--- src/opc_defs.svh ---
/*
 * Register indices, field positions, reset values and timing counts
 * for the oscillator and PLL control block.
 * Assumes a 100 MHz register clock; byte address is four times the index.
 */
`ifndef OPC_DEFS_SVH
`define OPC_DEFS_SVH
`define OPC_IDX_STATUS 6'h05
`define OPC_IDX_HFCTRL 6'h08
`define OPC_IDX_TRIM 6'h09
`define OPC_IDX_PLL 6'h10
`define OPC_IDX_O32 6'h18
`define OPC_IDX_X32 6'h1C
`define OPC_IDX_UNLOCK 6'h3F
`define OPC_UNLOCK_KEY 8'hD8
`define OPC_UNLOCK_CYC 4'hF
`define OPC_HF_RST 8'h0C
`define OPC_ZERO_RST 8'h00
`define OPC_HF_WMASK 8'hBD
`define OPC_PLL_WMASK 8'hC3
`define OPC_X32_WMASK 8'hB7
`define OPC_X32_LMASK 8'h83
`define OPC_RSB 7
`define OPC_PLL_SRC 6
`define OPC_HF_AUTO 0
`define OPC_X32_SEL 2
`define OPC_X32_LP 1
`define OPC_X32_EN 0
`define OPC_FSEL_RSVD 4'h4
`define OPC_FSEL_MAX 4'h9
`define OPC_MUL_X2 2'h1
`define OPC_MUL_X3 2'h2
`define OPC_HF_AVAIL 3'h2
`define OPC_PLL_AVAIL 3'h2
`define OPC_O32_AVAIL 3'h4
`define OPC_X32_AVAIL 3'h3
`define OPC_CRYSTAL_STARTUP_TIME_1K 17'h00400
`define OPC_CRYSTAL_STARTUP_TIME_16K 17'h04000
`define OPC_CRYSTAL_STARTUP_TIME_32K 17'h08000
`define OPC_CRYSTAL_STARTUP_TIME_64K 17'h10000
`define OPC_CLK_MHZ 100
`define OPC_TRIM_US 3
`define OPC_TRIM_MAX_CYC (`OPC_TRIM_US * `OPC_CLK_MHZ + 3)
`define OPC_TRIM_COPY 2'h3
`endif

--- src/opc_pkg.sv ---
/*
 * Types shared by the oscillator control block and its helpers.
 * Assumes nothing beyond the constants header.
 */
package opc_pkg;
    typedef enum logic [1:0] {OPC_ACTIVE = 2'h0, OPC_IDLE = 2'h1, OPC_STANDBY = 2'h2, OPC_PDOWN = 2'h3} opc_sleep_t;
    typedef enum logic [1:0] {OPC_SRC_HF = 2'h0, OPC_SRC_O32 = 2'h1, OPC_SRC_X32 = 2'h2, OPC_SRC_PLL = 2'h3} opc_src_t;
    typedef enum logic [4:0] {
        OPC_OFF = 5'h01, OPC_WARM = 5'h02, OPC_READY = 5'h04, OPC_WAIT = 5'h08, OPC_GIVE = 5'h10
    } opc_gate_state_t;
    typedef struct packed {
        opc_gate_state_t st;
        logic [16:0] cnt;
        logic prev;
    } opc_gate_st_t;
    typedef struct packed {
        logic [7:0] hf_ctrl;
        logic [5:0] trim;
        logic [7:0] pll_ctrl;
        logic o32_rsb;
        logic [7:0] x32_ctrl;
        logic [3:0] unlock;
        logic [1:0] copy;
        logic auto_d;
        opc_src_t cur;
        logic switching;
        logic [3:0] run;
        logic [31:0] rdata;
    } opc_top_st_t;
endpackage : opc_pkg

--- src/opc_sync2.sv ---
/*
 * Two-flop synchroniser for a group of levels from another clock.
 * Assumes the levels change slower than the register clock.
 */
`timescale 1ns/1ns
module opc_sync2 #(
    parameter int W = 4
) (
    input wire logic pclk,
    input wire logic presetn,
    input wire logic [W-1:0] din,
    output logic [W-1:0] dout
);
    typedef struct packed {logic [W-1:0] s1; logic [W-1:0] s2;} opc_sync_st_t;
    opc_sync_st_t q_r;
    opc_sync_st_t q_nxt;

    // The first stage feeds only the second stage.
    always_comb begin
        q_nxt.s1 = din;
        q_nxt.s2 = q_r.s1;
    end

    // Both stages clear on reset.
    always_ff @(posedge pclk or negedge presetn) begin
        if (!presetn) begin
            q_r <= '0;
        end else begin
            q_r <= q_nxt;
        end
    end

    assign dout = q_r.s2;
endmodule : opc_sync2

--- src/opc_osc_gate.sv ---
/*
 * Start-up and delivery sequencer for one oscillator.
 * Assumes osc_lvl is already synchronised and slower than pclk / 2.
 */
`timescale 1ns/1ns
module opc_osc_gate (
    input wire logic pclk,
    input wire logic presetn,
    input wire logic run,
    input wire logic need,
    input wire logic osc_lvl,
    input wire logic [16:0] first_cnt,
    input wire logic [2:0] again_cnt,
    output logic stable,
    output logic avail
);
    import opc_pkg::*;
    opc_gate_st_t q_r;
    opc_gate_st_t q_nxt;
    logic tick;
    logic [16:0] inc;

    assign tick = osc_lvl & ~q_r.prev;
    assign inc = q_r.cnt + 17'h00001;

    // Warm-up counts oscillator edges once, delivery counts again per request.
    always_comb begin
        q_nxt = q_r;
        q_nxt.prev = osc_lvl;
        if (!run) begin
            q_nxt.st = OPC_OFF;
            q_nxt.cnt = '0;
        end else begin
            case (q_r.st)
                OPC_OFF: begin
                    q_nxt.cnt = '0;
                    q_nxt.st = (first_cnt == '0) ? OPC_READY : OPC_WARM;
                end
                OPC_WARM: begin
                    if (tick) begin
                        q_nxt.cnt = inc;
                        if (inc >= first_cnt) q_nxt.st = OPC_READY;
                    end
                end
                OPC_READY: begin
                    q_nxt.cnt = '0;
                    if (need) q_nxt.st = OPC_WAIT;
                end
                OPC_WAIT: begin
                    if (!need) begin
                        q_nxt.st = OPC_READY;
                    end else if (tick) begin
                        q_nxt.cnt = inc;
                        if (inc >= {14'h0000, again_cnt}) q_nxt.st = OPC_GIVE;
                    end
                end
                OPC_GIVE: begin
                    if (!need) q_nxt.st = OPC_READY;
                end
                default: q_nxt.st = OPC_OFF;
            endcase
        end
    end

    // State register.
    always_ff @(posedge pclk or negedge presetn) begin
        if (!presetn) begin
            q_r <= '{st: OPC_OFF, cnt: '0, prev: 1'b0};
        end else begin
            q_r <= q_nxt;
        end
    end

    assign stable = (q_r.st == OPC_READY) | (q_r.st == OPC_WAIT) | (q_r.st == OPC_GIVE);
    assign avail = (q_r.st == OPC_GIVE);
endmodule : opc_osc_gate

--- src/opc_top.sv ---
/*
 * Oscillator and PLL configuration registers with run and delivery control.
 * Assumes an APB master on pclk, sleep mode and requests on pclk,
 * and raw oscillator levels from the analog side on osc_lvl.
 */
// What this block does
// - Switching flag high until new source delivering
// - Fast oscillator control resets to 0x0C
// - Frequency select codes; reserved codes refused
// - Fast oscillator runs on request or standby
// - Fast oscillator delivered after two cycles
// - Control bit zero enables crystal auto trim
// - Manual trim is signed six bit
// - Trim bits seven six mirror sign
// - Auto trim locks manual trim writes
// - Auto result copied into trim after disable
// - PLL runs on request or standby
// - PLL output delivered after two cycles
// - PLL control bit six selects reference
// - Multiplier zero disables, three is reserved
// - Slow internal oscillator run in standby
// - Slow internal delivered after four cycles
// - Crystal runs on request in active, idle
// - Crystal delivered within three cycles when warm
// - Start-up field sets crystal warm-up cycles
// - Start-up and source locked while enabled
// - Bit two picks crystal or external clock
// - Bit one enables crystal low power
`timescale 1ns/1ns
`include "opc_defs.svh"
module opc_top (
    input wire logic pclk,
    input wire logic presetn,
    input wire logic [7:0] paddr,
    input wire logic psel,
    input wire logic penable,
    input wire logic pwrite,
    input wire logic [31:0] pwdata,
    input wire logic [3:0] pstrb,
    output logic pready,
    output logic [31:0] prdata,
    output logic pslverr,
    input wire opc_pkg::opc_sleep_t sleep_mode,
    input wire opc_pkg::opc_src_t main_src_sel,
    input wire logic hf_req,
    input wire logic pll_req,
    input wire logic o32_req,
    input wire logic x32_req,
    input wire logic [5:0] autotrim_val,
    input wire logic [3:0] osc_lvl,
    output opc_pkg::opc_src_t main_src_cur,
    output logic main_source_switching,
    output logic hf_run,
    output logic hf_avail,
    output logic [3:0] frequency_select,
    output logic [5:0] hf_trim,
    output logic crystal_auto_trim_enable,
    output logic pll_run,
    output logic pll_avail,
    output logic pll_source,
    output logic [1:0] pll_multiplier,
    output logic o32_run,
    output logic o32_avail,
    output logic x32_run,
    output logic x32_avail,
    output logic x32_external_clock,
    output logic low_power_crystal
);
    import opc_pkg::*;
    localparam int TRIM_MAX = `OPC_TRIM_MAX_CYC;

    opc_top_st_t q_r;
    opc_top_st_t q_nxt;
    logic [3:0] lvl_s;
    logic [3:0] stable;
    logic [3:0] avail;
    logic [3:0] need;
    logic [3:0] main_need;
    logic [5:0] idx;
    logic acc_wr;
    logic setup;
    logic mapped;
    logic unlocked;
    logic pll_on;
    logic le_sb;
    logic le_idle;
    logic x32_lock;
    logic [16:0] x32_first;
    logic [3:0] fsel_w;
    logic [7:0] x32_mask;
    logic [7:0] wbyte;

    // Oscillator levels come from other clocks, so they are synchronised first.
    opc_sync2 #(.W(4)) u_sync (
        .pclk(pclk),
        .presetn(presetn),
        .din(osc_lvl),
        .dout(lvl_s)
    );

    // Bus decode; the register index is the word address.
    assign idx = paddr[7:2];
    assign setup = psel & ~penable;
    assign acc_wr = psel & penable & pwrite & pstrb[0];
    assign wbyte = pwdata[7:0];
    assign unlocked = (q_r.unlock != 4'h0);
    always_comb begin
        if (idx == `OPC_IDX_STATUS) mapped = 1'b1;
        else if (idx == `OPC_IDX_HFCTRL) mapped = 1'b1;
        else if (idx == `OPC_IDX_TRIM) mapped = 1'b1;
        else if (idx == `OPC_IDX_PLL) mapped = 1'b1;
        else if (idx == `OPC_IDX_O32) mapped = 1'b1;
        else if (idx == `OPC_IDX_X32) mapped = 1'b1;
        else if (idx == `OPC_IDX_UNLOCK) mapped = 1'b1;
        else mapped = 1'b0;
    end

    // Sleep mode gates which oscillators may free-run.
    assign le_sb = (sleep_mode != OPC_PDOWN);
    assign le_idle = (sleep_mode == OPC_ACTIVE) | (sleep_mode == OPC_IDLE);
    assign pll_on = (q_r.pll_ctrl[1:0] == `OPC_MUL_X2) | (q_r.pll_ctrl[1:0] == `OPC_MUL_X3);

    // The main clock needs both the old and the new source during a switch.
    always_comb begin
        main_need = 4'h0;
        main_need[q_r.cur] = 1'b1;
        main_need[main_src_sel] = 1'b1;
    end

    // Requests per source; bit order is fast, slow internal, crystal, PLL.
    assign need[3] = pll_req | main_need[3];
    assign need[2] = (x32_req | main_need[2]) & le_idle;
    assign need[1] = o32_req | main_need[1];
    assign need[0] = hf_req | main_need[0] | (q_r.run[3] & ~q_r.pll_ctrl[`OPC_PLL_SRC]);

    // Start-up length only applies to a crystal; an external clock is ready at once.
    always_comb begin
        case (q_r.x32_ctrl[5:4])
            2'h0: x32_first = `OPC_CRYSTAL_STARTUP_TIME_1K;
            2'h1: x32_first = `OPC_CRYSTAL_STARTUP_TIME_16K;
            2'h2: x32_first = `OPC_CRYSTAL_STARTUP_TIME_32K;
            default: x32_first = `OPC_CRYSTAL_STARTUP_TIME_64K;
        endcase
        if (q_r.x32_ctrl[`OPC_X32_SEL]) x32_first = '0;
    end

    // Fast oscillator delivery after two of its cycles.
    opc_osc_gate u_hf (
        .pclk(pclk),
        .presetn(presetn),
        .run(q_r.run[0]),
        .need(need[0]),
        .osc_lvl(lvl_s[0]),
        .first_cnt(17'h00000),
        .again_cnt(`OPC_HF_AVAIL),
        .stable(stable[0]),
        .avail(avail[0])
    );

    // Slow internal oscillator delivery after four of its cycles.
    opc_osc_gate u_o32 (
        .pclk(pclk),
        .presetn(presetn),
        .run(q_r.run[1]),
        .need(need[1]),
        .osc_lvl(lvl_s[1]),
        .first_cnt(17'h00000),
        .again_cnt(`OPC_O32_AVAIL),
        .stable(stable[1]),
        .avail(avail[1])
    );

    // Crystal warms up once, then delivers within three cycles.
    opc_osc_gate u_x32 (
        .pclk(pclk),
        .presetn(presetn),
        .run(q_r.run[2]),
        .need(need[2]),
        .osc_lvl(lvl_s[2]),
        .first_cnt(x32_first),
        .again_cnt(`OPC_X32_AVAIL),
        .stable(stable[2]),
        .avail(avail[2])
    );

    // PLL delivery after two of its cycles; its source start-up is the requester's worry.
    opc_osc_gate u_pll (
        .pclk(pclk),
        .presetn(presetn),
        .run(q_r.run[3]),
        .need(need[3]),
        .osc_lvl(lvl_s[3]),
        .first_cnt(17'h00000),
        .again_cnt(`OPC_PLL_AVAIL),
        .stable(stable[3]),
        .avail(avail[3])
    );

    // Start-up and source bits freeze while the crystal is on or still stable.
    assign x32_lock = q_r.x32_ctrl[`OPC_X32_EN] | stable[2];
    assign x32_mask = x32_lock ? `OPC_X32_LMASK : `OPC_X32_WMASK;
    // A reserved frequency code is refused and the old code kept.
    assign fsel_w = ((wbyte[5:2] == `OPC_FSEL_RSVD) | (wbyte[5:2] > `OPC_FSEL_MAX)) ? q_r.hf_ctrl[5:2] : wbyte[5:2];

    // All register, switch and run state is computed here.
    always_comb begin
        q_nxt = q_r;
        q_nxt.unlock = unlocked ? q_r.unlock - 4'h1 : 4'h0;
        q_nxt.auto_d = q_r.hf_ctrl[`OPC_HF_AUTO];
        if (acc_wr) begin
            if (idx == `OPC_IDX_UNLOCK) begin
                if (wbyte == `OPC_UNLOCK_KEY) q_nxt.unlock = `OPC_UNLOCK_CYC;
            end else if (idx == `OPC_IDX_TRIM) begin
                if (!q_r.hf_ctrl[`OPC_HF_AUTO]) q_nxt.trim = wbyte[5:0];
            end else if (unlocked && idx == `OPC_IDX_HFCTRL) begin
                q_nxt.hf_ctrl = (wbyte & `OPC_HF_WMASK) | {2'h0, fsel_w, 2'h0};
                q_nxt.hf_ctrl[5:2] = fsel_w;
            end else if (unlocked && idx == `OPC_IDX_PLL) begin
                q_nxt.pll_ctrl = wbyte & `OPC_PLL_WMASK;
            end else if (unlocked && idx == `OPC_IDX_O32) begin
                q_nxt.o32_rsb = wbyte[`OPC_RSB];
            end else if (unlocked && idx == `OPC_IDX_X32) begin
                q_nxt.x32_ctrl = (wbyte & x32_mask) | (q_r.x32_ctrl & ~x32_mask);
            end
        end
        // Once auto trim is switched off, its last result lands in the trim register.
        if (q_r.auto_d && !q_r.hf_ctrl[`OPC_HF_AUTO]) q_nxt.copy = `OPC_TRIM_COPY;
        else if (q_r.copy != 2'h0) q_nxt.copy = q_r.copy - 2'h1;
        if (q_r.copy == 2'h1) q_nxt.trim = autotrim_val;
        // The main source only changes once the new one is delivering.
        if (main_src_sel != q_r.cur) begin
            q_nxt.switching = ~avail[main_src_sel];
            if (avail[main_src_sel]) q_nxt.cur = main_src_sel;
        end else begin
            q_nxt.switching = 1'b0;
        end
        q_nxt.run[0] = need[0] | (q_r.hf_ctrl[`OPC_RSB] & le_sb);
        q_nxt.run[1] = need[1] | q_r.o32_rsb;
        q_nxt.run[2] = q_r.x32_ctrl[`OPC_X32_EN] & (need[2] | q_r.x32_ctrl[`OPC_RSB]);
        q_nxt.run[3] = pll_on & (need[3] | (q_r.pll_ctrl[`OPC_RSB] & le_sb));
        // Read data is captured in the setup cycle so the access phase answers at once.
        if (setup) begin
            q_nxt.rdata = 32'h00000000;
            if (idx == `OPC_IDX_STATUS) q_nxt.rdata[7:0] = {2'h0, stable[3], 1'b0, stable[2], stable[1], stable[0], q_r.switching};
            else if (idx == `OPC_IDX_HFCTRL) q_nxt.rdata[7:0] = q_r.hf_ctrl;
            else if (idx == `OPC_IDX_TRIM) q_nxt.rdata[7:0] = {{2{q_r.trim[5]}}, q_r.trim};
            else if (idx == `OPC_IDX_PLL) q_nxt.rdata[7:0] = q_r.pll_ctrl;
            else if (idx == `OPC_IDX_O32) q_nxt.rdata[7:0] = {q_r.o32_rsb, 7'h00};
            else if (idx == `OPC_IDX_X32) q_nxt.rdata[7:0] = q_r.x32_ctrl;
            else if (idx == `OPC_IDX_UNLOCK) q_nxt.rdata[7:0] = {7'h00, unlocked};
        end
    end

    // State register; the fast oscillator control starts at its documented default.
    always_ff @(posedge pclk or negedge presetn) begin
        if (!presetn) begin
            q_r <= '{hf_ctrl: `OPC_HF_RST, pll_ctrl: `OPC_ZERO_RST, x32_ctrl: `OPC_ZERO_RST, cur: OPC_SRC_HF,
                     default: '0};
        end else begin
            q_r <= q_nxt;
        end
    end

    // Outputs.
    assign pready = psel & penable;
    assign pslverr = psel & penable & ~mapped;
    assign prdata = q_r.rdata;
    assign main_src_cur = q_r.cur;
    assign main_source_switching = q_r.switching;
    assign hf_run = q_r.run[0];
    assign o32_run = q_r.run[1];
    assign x32_run = q_r.run[2];
    assign pll_run = q_r.run[3];
    assign hf_avail = avail[0];
    assign o32_avail = avail[1];
    assign x32_avail = avail[2];
    assign pll_avail = avail[3];
    assign frequency_select = q_r.hf_ctrl[5:2];
    assign hf_trim = q_r.trim;
    assign crystal_auto_trim_enable = q_r.hf_ctrl[`OPC_HF_AUTO];
    assign pll_source = q_r.pll_ctrl[`OPC_PLL_SRC];
    assign pll_multiplier = q_r.pll_ctrl[1:0];
    assign x32_external_clock = q_r.x32_ctrl[`OPC_X32_SEL];
    assign low_power_crystal = q_r.x32_ctrl[`OPC_X32_LP];
endmodule : opc_top

--- config.mk ---
export PLATFORM = sky130hd
export DESIGN_NAME = opc_top
export DESIGN_NICKNAME = d
export VERILOG_FILES = /design/src/opc_pkg.sv /design/src/opc_sync2.sv /design/src/opc_osc_gate.sv /design/src/opc_top.sv
export VERILOG_INCLUDE_DIRS = /design/src /design/src/src
export SDC_FILE = /design/constraint.sdc
export NUM_CORES = 1
export LEC_CHECK = 0
export BUFFER_PORTS_ARGS = -buffer_cell sky130_fd_sc_hd__buf_2
export CORE_MARGIN = 5
export CORE_UTILIZATION = 57
export CTS_CLUSTER_DIAMETER = 150
export DETAILED_ROUTE_END_ITERATION = 7
export PLACE_DENSITY = 0.86
export SLEW_MARGIN = 20
export SYNTH_ARGS = -nofsm -noshare
export SYNTH_HDL_FRONTEND = slang
export SYNTH_HIERARCHICAL = 1
export SYNTH_SLANG_ARGS = --single-unit
--- constraint.sdc ---
create_clock -name pclk -period 9.91 [get_ports pclk]
set_clock_uncertainty 0.05 [all_clocks]
set_input_delay 0.991 -clock pclk [delete_from_list [all_inputs] [get_ports pclk]]
set_output_delay 0.991 -clock pclk [all_outputs]
set_load 0.02 [all_outputs]
==> flow_summary_export.csv, run 1 <==
group,metric,value,unit
clocking,clockBufferDepth,2,
sta,whs,0.298,ns
power,p_sw,609,uW
run_status,status,"finished, final reports clean",
clocking,cts.clk_slew.worst_paths,0.06,ns
global_route,track_usage,23.9,%
critical_path,critical_path.cell_chain,"buf_2, and3b_1, o21ai_0, o211ai_1, nor4b_1, buf_2",
cells_and_area,mostFrequentLayoutCell,"conb_1",
critical_path,crit_type,"in -> out",
critical_path,worstPathArrival,2.77,ns
clocking,clk_latency,0.43,ns
clocking,cts_tree,"yes",
critical_path,cp-start-kind,"primary input",
yosys,seq_area_frac_synth,30.2,%
critical_path,crit_slowest_cell,"nor4b_1",
placed_design,pre_cts_ws,6.11,ns
floorplan,fp.coreArea,20900,um2
clocking,cts_max_level,4,
yosys,synth.distinct_cells,79,
sta,max_slew_margin,34.8,%
yosys,synth.area.mux_share,4.95,%
placed_design,place_inst,1769,
sta,finalSetupTns,0,ns
sta,setup_violations,0,
cells_and_area,fin_nets,1658,
yosys,ys_seq_elements,145,
yosys,synth_top_family_by_area,"simple AND/OR/NAND/NOR gates",
sta,clock.fmax,262,MHz
critical_path,path_max_fanout,15,
placed_design,post_dp_cell_area,12700,um2
sta,setup_ws,6.10,ns
placed_design,dp.final_hpwl,21100,um
yosys,synth_xor_area_share,5.78,%
global_route,grt_pass1_vias,9813,
cells_and_area,register_area,3640,um2
yosys,yosysWarnings,6,
power,powerDensity,139,nW/um2
power,peakVddDrop,0.000110,V
global_route,antenna_found_initial,6,
clocking,cts.sinks,145,
yosys,yosys_most_used_dff,"dfrtp_1",
floorplan,rows,53,
global_route,grt-ovfl-total,0,
clocking,hold_buffers,0,
yosys,syn_area,12000,um2
power,swShare,32.7,%
cells_and_area,final_cell_mix,"conb_1 (145), dfrtp_1 (139), nand2_1 (106)",
power,clockPowerShare,38.7,%
routing,via_count,10343,
cells_and_area,multi_input_area,7890,um2
routing,wl_per_cell,16.0,um
worst_hold_path,hp-class,"reg -> reg",
floorplan,dieArea,24100,um2
floorplan,io_pins,128,
global_route,grt_max_degree,101,
placed_design,port_buffers,74,
yosys,synth-simple-area-share,23.7,%
cells_and_area,final_util,64.0,%
routing,drt-total-wl,28900,um
cells_and_area,postLayoutCellArea,13400,um2
power,power.internal,1.25,mW
yosys,netlist_instances,1379,
cells_and_area,final_cell_count_no_fill,1802,
power,total_power,1.86,mW
placed_design,place.gp.congestion,0.893,
critical_path,endpoint_kind,"output port",
sta,min_period,3.81,ns
cells_and_area,layout-drive-gt1-share,14.1,%
yosys,syn_avg_cell_area,8.72,um2
yosys,synth-compound-area-share,17.7,%
sta,fin_crit_sh,38.5,%
run,max_cap_violations,0,
clocking,cts_resized,0,
yosys,synth-edff-count,0,
floorplan,start_util,57.6,%
global_route,grt_pass1_wl,47600,um
yosys,synthAdderAreaFrac,8.82,%
cells_and_area,area_growth,11.1,%
critical_path,crit_required,8.87,ns
routing,drt-initial-drc-count,860,
clocking,cts_root_buf,"clkbuf_16",
sta,final_hold_viol_count,0,
critical_path,cpMostUsedCell,"buf_2",
routing,drt-vias-per-instance,5.74,
power,power_leakage,6.54,nW
floorplan,die_w,155,um
clocking,cts_buffers,17,
clocking,postCtsSetupRepairBufs,0,
sta,finalMaxSlewViolations,0,
critical_path,critPathMaxStageDelay,0.54,ns
yosys,ys_async_sr_fraction,100,%
sta,tightest_slew,0.972,ns
floorplan,die-height,155,um
routing,antenna_left,0,
cells_and_area,fill_cells,1692,
power,combinationalPowerShare,24.4,%
routing,drc,0,
routing,first_pass_iters,8,
power,sequentialPowerShare,36.9,%
sta,grt_setup_unrepaired,"no",
-- cell families (layout without fill, tap and decap cells) --
kind of cell	Yosys count	in the layout
muxes	54	54
xor gates and xnor gates	76	76
and+or+nand+nor	494	494
buffers and inverters	216	220
AOI/OAI and AO/OA	306	306
other	2	146
adders and majority gates	86	86
DFF	145	145
-- worst paths after layout --
check,slack (ns),start,depth (start not counted),to
worst max-delay path,6.10,paddr[5],6,pslverr
min in group asynchronous,0.60,presetn,1,u_pll/q_r[4]
max in group asynchronous,7.99,presetn,2,q_r[62]
worst min-delay path,0.30,u_sync/q_nxt[2],0,u_sync/dout[2]
worst max register to register,6.20,u_o32/q_r[1],12,u_o32/q_r[21]
worst min register to register,0.30,u_sync/q_nxt[2],0,u_sync/dout[2]
-- power groups by stage --
stage	Clock, mW	Combinational [mW]	Sequential, mW
floorplan	0	0.368	0.663
global placement	0	0.429	0.693
detailed placement	0	0.446	0.696
CTS	0.735	0.450	0.685
global route	0.764	0.507	0.693
finish	0.722	0.454	0.687
-- layer usage --
layer  routed length [um]  track usage, %  share of wire, %  vias to the layer above
met5                   67               0              0.23                        -
met4                  742            8.42               2.6                       10
met3                 1950            6.82               6.8                       59
met2                14400            41.2                50                      290
met1                11700            28.6                41                     4972
li1                     -               -                 -                     5012
-- state kept, by name, indices dropped and copies added, names as in the netlist, 2 cells and up, named ones only --
| name | flops |
|---|---|
| frequency_select | 4 |
| hf_trim | 6 |
| main_src_cur | 2 |
| pll_multiplier | 2 |
| prdata | 8 |
| q_r | 12 |
| u_hf/q_r | 23 |
| u_o32/q_r | 23 |
| u_pll/q_r | 23 |
| u_sync/dout | 4 |
| u_sync/q_nxt | 4 |
| u_x32/q_r | 23 |
-- final cells by class --
| type | instances | share of cell area, % |
|---|---|---|
| inverter | 105 | 2.95 |
| multi-input combinational | 1161 | 59.0 |
| sequential | 145 | 27.2 |
| antenna | 1 | 0.0187 |
| clock inverter | 14 | 1.69 |
| tap | 275 | 2.57 |
| clock buffer | 18 | 3.21 |
| timing repair buffer | 83 | 3.32 |
-- synth_stat cells, types with 12 or more instances --
master	instances	area, um2
dfrtp_1	139	3480
nand2_1	106	398
inv_1	105	394
nor2_1	85	319
o21ai_0	83	415
ha_1	78	976
nand3_1	54	270
o31ai_1	54	405
a21oi_1	50	250
buf_4	46	345
clkbuf_1	44	165
nor2b_1	42	263
xor2_1	37	324
mux2_2	35	394
xnor2_1	35	307
nand2b_1	31	194
nor3_1	22	110
nor4_1	20	125
and3_1	18	113
a21o_1	17	128
or2_2	13	81.3
and2_1	12	75.1
-- critical path, delay by kind of cell --
kind / cells / cell delay, ns
and+or+nand+nor: 2 / 0.78
AOI/OAI and AO/OA: 2 / 0.47
buffers and inverters: 2 / 0.52
No activity file was read; power rests on OpenSTA's default activity.
==> run 2: changes to the inputs <==
==> constraint.sdc (replaced) <==
create_clock -name pclk -period 3.7 [get_ports pclk]
set_clock_uncertainty 0.05 [all_clocks]
set_input_delay 0.37 -clock pclk [delete_from_list [all_inputs] [get_ports pclk]]
set_output_delay 0.37 -clock pclk [all_outputs]
set_load 0.02 [all_outputs]
==> run 2 against run 1 <==
Compared with the run above:
- combinational power rose to 2.8 times the previous value
- total power rose to 2.7 times the previous value
- sequential cell count did not move
- sequential power rose to 2.7 times the previous value
- routed wire length rose by 0.61%
- die area did not move
- cell area rose by 1.1%
- critical path type is now reg -> reg
==> flow_summary_export.csv, run 2 (synthesis results as in run 1) <==
group,metric,value,unit
cells_and_area,layout-drive-gt1-share,15.0,%
clocking,cts_max_level,4,
sta,max_slew_margin,31.5,%
global_route,track_usage,24.2,%
routing,drt-total-wl,29000,um
cells_and_area,mostFrequentLayoutCell,"conb_1",
critical_path,crit_family,"simple AND/OR/NAND/NOR gates",
run,max_cap_violations,0,
floorplan,dieArea,24100,um2
routing,drt-vias-per-instance,5.68,
clocking,cts_root_buf,"clkbuf_16",
critical_path,cp-start-kind,"flop",
critical_path,critPathMaxStageDelay,0.49,ns
critical_path,crit_required,3.95,ns
critical_path,endpoint_kind,"flop",
global_route,grt-ovfl-total,0,
cells_and_area,multi_input_area,7890,um2
floorplan,die_w,155,um
placed_design,dp.final_hpwl,21200,um
cells_and_area,area_growth,12.3,%
clocking,cts.clk_slew.worst_paths,0.06,ns
sta,final_hold_viol_count,0,
routing,drc,0,
placed_design,place.gp.congestion,0.873,
global_route,grt_pass1_wl,48100,um
routing,first_pass_iters,5,
floorplan,start_util,57.6,%
critical_path,critical_path.cell_chain,"and4_2, nand3_1, nor2_1, nand3_1, xnor2_1, ha_1, a21o_1, a21oi_1, nor2b_1, a2111oi_4, o32a_1, nor2_1, mux2_1",
routing,drt-initial-drc-count,800,
sta,setup_violations,0,
power,swShare,32.4,%
cells_and_area,register_area,3640,um2
global_route,grt_pass1_vias,9874,
sta,clock.fmax,282,MHz
cells_and_area,final_cell_mix,"conb_1 (145), dfrtp_1 (139), nand2_1 (106)",
placed_design,port_buffers,74,
power,p_sw,1.61,mW
sta,finalMaxSlewViolations,0,
power,power_leakage,6.65,nW
global_route,antenna_found_initial,6,
sta,grt_setup_unrepaired,"no",
power,peakVddDrop,0.000286,V
clocking,cts.sinks,145,
power,clockPowerShare,38.1,%
critical_path,worstPathArrival,3.80,ns
floorplan,fp.coreArea,20900,um2
sta,tightest_slew,1.02,ns
critical_path,worst-path-buf-inv,0,
floorplan,rows,53,
floorplan,die-height,155,um
sta,min_period,3.54,ns
routing,antenna_left,0,
run_status,status,"finished, final reports clean",
worst_hold_path,hp-class,"in -> reg",
power,total_power,4.97,mW
clocking,clockBufferDepth,2,
cells_and_area,fill_cells,1709,
routing,wl_per_cell,15.9,um
power,powerDensity,368,nW/um2
clocking,cts_tree,"yes",
floorplan,io_pins,128,
clocking,postCtsSetupRepairBufs,0,
clocking,clk_latency,0.44,ns
cells_and_area,fin_nets,1678,
sta,finalSetupTns,0,ns
sta,fin_crit_sh,95.7,%
power,sequentialPowerShare,36.8,%
clocking,cts_buffers,17,
routing,via_count,10353,
critical_path,crit_slowest_cell,"dfrtp_1",
power,combinationalPowerShare,25.1,%
critical_path,path_max_fanout,9,
power,power.internal,3.36,mW
global_route,grt_max_degree,88,
critical_path,crit_type,"reg -> reg",
[run 2: worst reg2reg max path, stage by stage (launching register included)]
cell       delay, ns
dfrtp_1         0.49
and4_2          0.36
nand3_1         0.18
nor2_1          0.20
nand3_1         0.14
xnor2_1         0.24
ha_1            0.29
a21o_1          0.21
a21oi_1         0.19
nor2b_1         0.10
a2111oi_4       0.31
o32a_1          0.25
nor2_1          0.09
mux2_1          0.33
[run 2: routing by layer]
layer,wire length (um),vias up,GRT usage (%),share of wire [%]
met3,1730,52,5.56,6.0
met5,49,-,0,0.17
met1,12000,4953,30.3,41
met4,614,10,8.50,2.1
li1,-,5062,-,-
met2,14600,276,41.1,50
[run 2: power by group through the flow]
stage	Combinational (mW)	Sequential, mW	Clock (mW)
floorplan	0.985	1.78	0
global placement	1.17	1.85	0
detailed placement	1.22	1.86	0
CTS	1.24	1.83	1.91
global route	1.38	1.85	1.99
finish	1.25	1.83	1.89
[run 2: repair_timing]
action,CTS,global route
gates resized for setup,0,1
endpoints found under the hold margin,35,0
hold buffers,5,0
setup endpoints to repair,0,2
[run 2: worst paths after layout]
| path | start | to | slack [ns] | cells after the start |
|---|---|---|---|---|
| min | pwdata[6] | pll_source | 0.15 | 2 |
| min reg2reg | u_sync/q_nxt[2] | u_sync/dout[2] | 0.30 | 0 |
| min in group asynchronous | presetn | u_pll/q_r[9] | 0.51 | 2 |
| max | u_o32/q_r[10] | u_o32/q_r[21] | 0.16 | 13 |
| max reg2reg | u_o32/q_r[10] | u_o32/q_r[21] | 0.16 | 13 |
| max in group asynchronous | presetn | u_hf/q_r[18] | 2.05 | 3 |
[run 2: per-stage QoR]
stage	utilization [%]	setup slack [ns]	hold WS, ns	instances	cell area, um2
final	64.7	0.158	0.148	1822	13500
after global routing	64.7	0.0430	0.146	1822	13500
after CTS	64.7	0.174	0.134	1821	13500
after detailed placement	61.4	0.298	0.285	1784	12800
after global placement	61.4	0.417	0.282	1784	12800
after floorplan	-	0.508	0.0244	1522	12600
[run 2: layout make-up]
cell class	count	area share [%]
Sequential cell	145	26.9
Clock buffer	17	3.15
Multi-Input combinational cell	1161	58.4
Timing Repair Buffer	103	4.49
Inverter	105	2.92
Antenna cell	1	0.0185
Tap cell	275	2.55
Clock inverter	15	1.59
